===== src/dzpg_pkg.sv =====
package dzpg_pkg;
  // ----------------------------------------------------------------
  // bus and register map
  // ----------------------------------------------------------------
  localparam int unsigned DZPG_AW = 8;
  localparam int unsigned DZPG_NMOD = 8;
  localparam logic [7:0] DZPG_OFS_CLOCK_DIVIDER_REGISTER = 8'h00;
  localparam logic [7:0] DZPG_OFS_PWROFF = 8'h04;
  localparam logic [7:0] DZPG_OFS_MODEN = 8'h08;
  localparam logic [7:0] DZPG_OFS_IDLSTOP = 8'h0c;
  localparam logic [7:0] DZPG_OFS_CTRL = 8'h10;
  localparam logic [7:0] DZPG_OFS_STATUS = 8'h14;
  // ----------------------------------------------------------------
  // clock divider register fields
  // ----------------------------------------------------------------
  localparam int unsigned DZPG_ROI_BIT = 15;
  localparam int unsigned DZPG_RATIO_HI = 14;
  localparam int unsigned DZPG_RATIO_LO = 12;
  localparam int unsigned DZPG_CPU_SLOWDOWN_ENABLE_BIT = 11;
  localparam logic [2:0] DZPG_RATIO_RST = 3'h0;
  localparam logic [7:0] DZPG_MODEN_RST = 8'hff;
  localparam logic [7:0] DZPG_ZERO8 = 8'h00;
  localparam logic [6:0] DZPG_CNT_ONE = 7'h01;
  localparam logic [6:0] DZPG_CNT_ZERO = 7'h00;
  localparam logic [31:0] DZPG_BAD_DATA = 32'hdead_beef;
  localparam int unsigned DZPG_IDLE_BIT = 0;
  localparam int unsigned DZPG_ST_DOZE = 0;
  localparam int unsigned DZPG_ST_IDLE = 1;
  localparam int unsigned DZPG_ST_EN = 2;
endpackage


===== src/dzpg_core_div.sv =====
`timescale 1ns/1ns
`default_nettype none
// ------------------------------------------------------------------
// cpu clock pulse generator: one enable per 2**ratio system cycles
// ------------------------------------------------------------------
module dzpg_core_div
  import dzpg_pkg::*;
(
  // clock and reset
  input wire logic ref_clk,
  input wire logic rst_b,
  // control
  input wire logic doze_on,
  input wire logic [2:0] ratio,
  // output
  output logic cpu_tick
);
  typedef struct packed {
    logic [6:0] cnt;
  } dzpg_div_t;

  dzpg_div_t st_reg;
  dzpg_div_t st_next;
  logic [6:0] last;

  // ratio n selects divide by two to the power n
  assign last = 7'((8'h01 << ratio) - 8'h01);
  // pulses are cut from the system clock, so both domains share edges
  assign cpu_tick = !doze_on || (st_reg.cnt == last);

  always_comb
  begin
    st_next = st_reg;
    if (!doze_on || st_reg.cnt >= last)
      st_next.cnt = DZPG_CNT_ZERO;
    else
      st_next.cnt = st_reg.cnt + DZPG_CNT_ONE;
  end

  always_ff @(posedge ref_clk or negedge rst_b)
  begin
    if (!rst_b)
      st_reg <= '0;
    else
      st_reg <= st_next;
  end
endmodule
`default_nettype wire


===== src/dzpg_top.sv =====
`timescale 1ns/1ns
`default_nettype none
// Functional notes
// - slowdown leaves the system and peripheral clocks at full rate.
// - the slowed cpu clock stays aligned to the peripheral clock.
// - bit 11 of the clock divider register enables slowdown.
// - bits 14..12 pick one of eight ratios, 1:1 after reset.
// - with bit 15 set an interrupt restores full cpu speed.
// - with bit 15 clear interrupts leave slowdown untouched.
// - idle stops the cpu clock while peripherals keep theirs.
// - a module power-off bit gates every clock of that module.
// - while powered off, module writes drop and reads give junk.
// - clearing module enable stops function, registers stay usable.
// - a stop-in-idle bit disables the module during idle.
// - stop-in-idle bits reset clear, so modules run in idle.
module dzpg_top
  import dzpg_pkg::*;
(
  // clock and reset
  input wire logic ref_clk,
  input wire logic rst_b,
  // apb slave
  input wire logic psel,
  input wire logic penable,
  input wire logic pwrite,
  input wire logic [dzpg_pkg::DZPG_AW-1:0] paddr,
  input wire logic [31:0] pwdata,
  output logic [31:0] prdata,
  output logic pready,
  output logic pslverr,
  // events from the core
  input wire logic irq_event,
  // cpu and peripheral clock enables
  output logic cpu_clk_en,
  output logic periph_clk_en,
  // per-module gating
  output logic [dzpg_pkg::DZPG_NMOD-1:0] mod_clk_en,
  output logic [dzpg_pkg::DZPG_NMOD-1:0] mod_run,
  output logic [dzpg_pkg::DZPG_NMOD-1:0] mod_reg_access,
  // module register port filter
  input wire logic [2:0] mod_sel,
  input wire logic mod_wr_req,
  input wire logic [31:0] mod_rdata_in,
  output logic mod_wr_ok,
  output logic [31:0] mod_rdata_out
);
  import dzpg_pkg::*;

  // ----------------------------------------------------------------
  // state
  // ----------------------------------------------------------------
  typedef struct packed {
    logic return_on_interrupt;
    logic [2:0] ratio;
    logic cpu_slowdown_enable;
    logic [7:0] pwroff;
    logic [7:0] moden;
    logic [7:0] idlstop;
    logic idle;
    logic [31:0] rdata;
    logic [7:0] clk_en;
    logic [7:0] run;
  } dzpg_state_t;

  dzpg_state_t st_reg;
  dzpg_state_t st_next;
  logic tick;
  logic wr_acc;
  logic rd_acc;
  logic mapped;

  function automatic logic [31:0] dzpg_zx8(input logic [7:0] v);
    dzpg_zx8 = {24'h000000, v};
  endfunction

  // ----------------------------------------------------------------
  // cpu divider
  // ----------------------------------------------------------------
  dzpg_core_div u_div (
    .ref_clk(ref_clk),
    .rst_b(rst_b),
    .doze_on(st_reg.cpu_slowdown_enable),
    .ratio(st_reg.ratio),
    .cpu_tick(tick)
  );

  // ----------------------------------------------------------------
  // apb decode
  // ----------------------------------------------------------------
  // zero wait states: every access ends in its first access cycle
  assign pready = 1'b1;
  assign wr_acc = psel && penable && pwrite;
  assign rd_acc = psel && !penable && !pwrite;

  always_comb
  begin
    case (paddr)
      DZPG_OFS_CLOCK_DIVIDER_REGISTER, DZPG_OFS_PWROFF, DZPG_OFS_MODEN,
      DZPG_OFS_IDLSTOP, DZPG_OFS_CTRL, DZPG_OFS_STATUS: mapped = 1'b1;
      default: mapped = 1'b0;
    endcase
  end

  assign pslverr = psel && penable && !mapped;
  assign prdata = st_reg.rdata;

  // ----------------------------------------------------------------
  // next state
  // ----------------------------------------------------------------
  always_comb
  begin
    st_next = st_reg;
    if (wr_acc)
    begin
      case (paddr)
        DZPG_OFS_CLOCK_DIVIDER_REGISTER:
        begin
          st_next.return_on_interrupt = pwdata[DZPG_ROI_BIT];
          st_next.ratio = pwdata[DZPG_RATIO_HI:DZPG_RATIO_LO];
          st_next.cpu_slowdown_enable = pwdata[DZPG_CPU_SLOWDOWN_ENABLE_BIT];
        end
        DZPG_OFS_PWROFF: st_next.pwroff = pwdata[7:0];
        DZPG_OFS_MODEN: st_next.moden = pwdata[7:0];
        DZPG_OFS_IDLSTOP: st_next.idlstop = pwdata[7:0];
        DZPG_OFS_CTRL: st_next.idle = pwdata[DZPG_IDLE_BIT];
        default: st_next.idle = st_reg.idle;
      endcase
    end
    // an interrupt also wakes the core out of idle
    if (irq_event)
      st_next.idle = 1'b0;
    // event beats a same-cycle software write of the enable only when that write sets roi
    if (irq_event && st_next.return_on_interrupt)
      st_next.cpu_slowdown_enable = 1'b0;
    // with roi clear nothing here touches cpu_slowdown_enable or ratio
    if (rd_acc)
    begin
      case (paddr)
        DZPG_OFS_CLOCK_DIVIDER_REGISTER:
        begin
          st_next.rdata = '0;
          st_next.rdata[DZPG_ROI_BIT] = st_reg.return_on_interrupt;
          st_next.rdata[DZPG_RATIO_HI:DZPG_RATIO_LO] = st_reg.ratio;
          st_next.rdata[DZPG_CPU_SLOWDOWN_ENABLE_BIT] = st_reg.cpu_slowdown_enable;
        end
        DZPG_OFS_PWROFF: st_next.rdata = dzpg_zx8(st_reg.pwroff);
        DZPG_OFS_MODEN: st_next.rdata = dzpg_zx8(st_reg.moden);
        DZPG_OFS_IDLSTOP: st_next.rdata = dzpg_zx8(st_reg.idlstop);
        DZPG_OFS_CTRL:
          st_next.rdata = dzpg_zx8({7'h00, st_reg.idle});
        DZPG_OFS_STATUS:
        begin
          st_next.rdata = '0;
          st_next.rdata[DZPG_ST_DOZE] = st_reg.cpu_slowdown_enable;
          st_next.rdata[DZPG_ST_IDLE] = st_reg.idle;
          st_next.rdata[DZPG_ST_EN] = cpu_clk_en;
        end
        default: st_next.rdata = '0;
      endcase
    end
    // power-off gates every clock; slowdown never touches these
    st_next.clk_en = ~st_next.pwroff;
    // idle disables a module only where its stop bit is set
    st_next.run = st_next.moden & ~st_next.pwroff
      & ~(st_next.idle ? st_next.idlstop : DZPG_ZERO8);
  end

  always_ff @(posedge ref_clk or negedge rst_b)
  begin
    if (!rst_b)
    begin
      st_reg <= '0;
      st_reg.ratio <= DZPG_RATIO_RST;
      st_reg.moden <= DZPG_MODEN_RST;
      st_reg.clk_en <= DZPG_MODEN_RST;
      st_reg.run <= DZPG_MODEN_RST;
    end
    else
      st_reg <= st_next;
  end

  // ----------------------------------------------------------------
  // outputs
  // ----------------------------------------------------------------
  assign cpu_clk_en = tick && !st_reg.idle;
  assign periph_clk_en = 1'b1;
  assign mod_clk_en = st_reg.clk_en;
  assign mod_run = st_reg.run;
  // register access survives a cleared enable, not a power-off
  assign mod_reg_access = ~st_reg.pwroff;
  assign mod_wr_ok = mod_wr_req && !st_reg.pwroff[mod_sel];
  assign mod_rdata_out = st_reg.pwroff[mod_sel] ? DZPG_BAD_DATA
    : mod_rdata_in;
endmodule
`default_nettype wire


===== config.mk =====
export PLATFORM = sky130hd
export DESIGN_NAME = dzpg_top
export DESIGN_NICKNAME = d
export VERILOG_FILES = /design/src/dzpg_pkg.sv /design/src/dzpg_core_div.sv /design/src/dzpg_top.sv
export SDC_FILE = /design/constraint.sdc
export NUM_CORES = 1
export LEC_CHECK = 0
export ABC_CLOCK_PERIOD_IN_PS = 2600
export BUFFER_PORTS_ARGS = -buffer_cell sky130_fd_sc_hd__buf_4
export CAP_MARGIN = 5
export CORE_MARGIN = 10
export CORE_UTILIZATION = 48
export CTS_BUF_LIST = sky130_fd_sc_hd__clkbuf_4 sky130_fd_sc_hd__clkbuf_8
export DETAILED_ROUTE_END_ITERATION = 6
export PLACE_DENSITY = 0.82
export SYNTH_ARGS = -nofsm -noshare
export SYNTH_HDL_FRONTEND = slang
export SYNTH_SLANG_ARGS = --single-unit

===== constraint.sdc =====
create_clock -name ref_clk -period 2.6 [get_ports ref_clk]
set_clock_uncertainty 0.15 [all_clocks]
set_input_delay 0.39 -clock ref_clk [delete_from_list [all_inputs] [get_ports ref_clk]]
set_output_delay 0.39 -clock ref_clk [all_outputs]
set_load 0.05 [all_outputs]

==> impl_metrics.toml <==
[pwr]
pd_cells_nw_per_um2 = 463
clock_power_share = 0.344
seqPwrFrac = 0.454
power.switching_w = 0.000684
power.internal_w = 0.00163
fraction_of_power_spent_switching_nets = 0.296
power.static_leakage_nw = 2.44
combinationalPowerShare = 0.202
vdd.ir_drop.worst_mv = 0.290

[die]
fp.coreArea_um2 = 7330
num_io_pins = 175
floorplan.die_area_um2 = 11600
dieWidth_um = 108
starting_density_of_the_core = 0.501
die_h_um = 108
row_count = 31

[sta]
finalSetupViolations = 0
slew_headroom = 0.472
timing_hold_violations_final = 18
slew_viol_final = 0
tcrit_tclk_final = 0.988
max_freq_mhz = 389
rsz0062_at_grt = "true"
finalWorstPathRequiredPeriod_ns = 2.57
hold_ws_ns = -0.0251
max_slew.worst_pin.slew_ns = 0.793

[detailed_routing]
drc = 0
viasPerCell = 5.01
wl_mm = 10.8
ant_nets = 0
routed_wire_length_per_instance_um = 19.1
detailroute.via_count = 2825
detailedRoute.firstIterationViolations = 228
firstDrtPassIters = 4

[worst_setup_path]
reg2reg_to = "prdata[2]"
worst-endpoint-required_ns = 2.06
critPathKind = "reg2out"
timing.critical_path.cells = "mux4_2 -> mux2i_4 -> buf_12 -> clkbuf_16 -> and2_4 -> buf_8"
max_stage_delay_ns = 0.51
crit_fanout = 8
reg2reg_depth = 9
r2r_start = "st_reg[76]"
cp-end-kind = "primary output"
crit_arrival_ns = 2.03
setup.reg_to_reg.worst_slack_ns = 0.50
cp_slowest_cell = "sky130_fd_sc_hd__mux4_2"
cp-start-kind = "register"

[placed_design]
finalWeightedCongestion = 0.888
dpl_cell_area_um2 = 4520
io_buffer_count = 134
dp_wirelength_mm = 8.03
place_inst = 539

[global_routing]
wire_length_of_the_first_global_routing_pass_mm = 15.8
largest_net_degree_at_the_start_of_global_routing = 67
total_routing_usage_reported_by_global_routing = 0.174
globalRouteOverflowTotal = 0
number_of_global_route_vias_before_repair = 2914
initial_antenna_violation_count = 0

[finish]
filler_cell_count = 551
syn2layout_area_growth_pct = 35.6
post_layout_nonfiller_instances = 564
multiInputGateArea_um2 = 1610
layout.nets = 550
sequential_cell_area_um2 = 1690
most-common-layout-cells = "118 x sky130_fd_sc_hd__buf_4, 39 x sky130_fd_sc_hd__dfrtp_1, 35 x sky130_fd_sc_hd__nand2b_1, 30 x sky130_fd_sc_hd__mux2_2, 24 x sky130_fd_sc_hd__dfstp_2"
antenna_cells_inserted = 0
largest_register_ffs = 30
mostFrequentLayoutCell = "sky130_fd_sc_hd__buf_4"
fin_area_um2 = 4980
post_route_cells_drive_above_1_share = 0.529

[synthesis]
synth.area.top_cells = "sky130_fd_sc_hd__dfrtp_1 29%, sky130_fd_sc_hd__dfstp_2 17%, sky130_fd_sc_hd__buf_4 10%"
synth_area_um2 = 3680
seq_area_frac_synth = 0.457
async_reset_ff_frac = 1.00
post-synth-top-area-fraction = 0.286
synth_enable_flop_cells = 0
synth_cells = 341
syn_area_per_cell_um2 = 10.8
yosys_warnings = 0
dominant_register_cell_in_the_synthesized_netlist = "sky130_fd_sc_hd__dfrtp_1"
synthDominantAreaCellType = "sky130_fd_sc_hd__dfrtp_1"
postSynthRegisterBits = 66
synth_cell_types = 44

[clock_network]
ctsLongestPathBuffers = 2
ctsHtreeMaxLevel = 3
cts_inserted_buffers = 9
clock_sink_count = 66
tritoncts = "done"
clkTransAtPathRegs_ns = 0.08
cts_hold_buffers = 0
clock_latency_ns = 0.35
cts_root_buf = "sky130_fd_sc_hd__clkbuf_8"

[run]
drv_cap = 0

[hold_path]
hold_path.class = "in2async"

[outcome]
violations = "negative hold slack"
outcome = "finished with violations"
## cells by family (layout without fill, tap and decap cells)
family,after synthesis,after routing,share of synthesized area
mux,38,38,0.123
buf+inv,79,184,0.135
compound gates,45,45,0.0779
xor+xnor,5,5,0.0119
simple gates,98,98,0.165
flops,66,66,0.457
fa+ha+maj,8,8,0.0272
other cells,2,21,0.00204
## cell usage after synthesis, types with 2 or more instances
cell	instances
sky130_fd_sc_hd__conb_1	2
sky130_fd_sc_hd__nand3_1	8
sky130_fd_sc_hd__xnor2_1	3
sky130_fd_sc_hd__a21o_1	2
sky130_fd_sc_hd__buf_2	3
sky130_fd_sc_hd__nand2b_1	36
sky130_fd_sc_hd__ha_1	8
sky130_fd_sc_hd__mux2_4	2
sky130_fd_sc_hd__and3_1	5
sky130_fd_sc_hd__mux2_2	30
sky130_fd_sc_hd__a21oi_1	13
sky130_fd_sc_hd__a31oi_1	2
sky130_fd_sc_hd__nand3_2	2
sky130_fd_sc_hd__mux4_2	2
sky130_fd_sc_hd__inv_1	19
sky130_fd_sc_hd__a22oi_1	12
sky130_fd_sc_hd__o21ai_0	8
sky130_fd_sc_hd__clkbuf_1	6
sky130_fd_sc_hd__mux2i_1	4
sky130_fd_sc_hd__nor2_1	13
sky130_fd_sc_hd__nand2_1	12
sky130_fd_sc_hd__and2_1	9
sky130_fd_sc_hd__buf_4	50
sky130_fd_sc_hd__dfrtp_1	42
sky130_fd_sc_hd__dfstp_2	24
sky130_fd_sc_hd__a22o_1	5
sky130_fd_sc_hd__xor2_1	2
## worst max path at each step
stage               start                 to  slack, ns  depth (start not counted)
3_5_place_dp     paddr[7]         mod_run[5]       0.20                          7
5_1_grt        st_reg[74]         cpu_clk_en      -0.04                          6
6_report       st_reg[70]   mod_rdata_out[8]       0.03                          6
4_1_cts        st_reg[69]  mod_rdata_out[22]     0.0008                          5
2_1_floorplan  mod_sel[1]  mod_rdata_out[14]       0.20                          4
3_3_place_gp     paddr[7]         mod_run[0]       0.21                          7
## through the flow
step                      power, W  setup TNS (ns)  hold WS [ns]  setup WS (ns)  utilization
after floorplan            0.00136               0       -0.0556          0.202            -
after global placement     0.00149               0         0.309          0.211        0.616
after detailed placement   0.00150               0         0.313          0.201        0.616
after CTS                  0.00229               0       0.00487       0.000815        0.648
after global routing       0.00240          -0.233        0.0356        -0.0353        0.680
final                      0.00231               0       -0.0251         0.0310        0.680
## area by class of cell
class,count,area share
clock inverter,3,0.00301
tap,99,0.0248
timing repair buffer,149,0.263
inverter,19,0.0143
multi-input combinational,215,0.324
sequential,66,0.338
clock buffer,13,0.0334
## power by group through the flow
stage          Sequential [W]  Clock [W]  Combinational [W]
2_1_floorplan         0.00106          0           0.000300
3_3_place_gp          0.00107          0           0.000422
3_5_place_dp          0.00107          0           0.000428
4_1_cts               0.00105   0.000809           0.000436
5_1_grt               0.00105   0.000857           0.000492
6_report              0.00105   0.000794           0.000467
## worst max-delay path, delay by kind of cell (launching register included)
family / cells / cell delay (ns)
buf+inv: 3 / 0.43
mux: 2 / 0.69
simple gates: 1 / 0.14
flops: 1 / 0.43
## routing by layer
layer | wire length (µm) | global-route usage | up-vias
met4 | 151 | 0.0630 | 0
li1 | - | - | 1324
met2 | 5620 | 0.306 | 114
met3 | 1020 | 0.0647 | 9
met5 | 0 | 0 | -
met1 | 4010 | 0.187 | 1378
## what timing repair did
item / 4_1_cts / 5_1_grt
buffers inserted: 2 / 4
gates resized for setup: 10 / 33
cloned: 0 / 3
endpoints found under the setup margin: 9 / 13
hold endpoints to repair: 0 / 0
pin swaps: 0 / 6
Note: power is estimated with default switching activity, not from simulation.
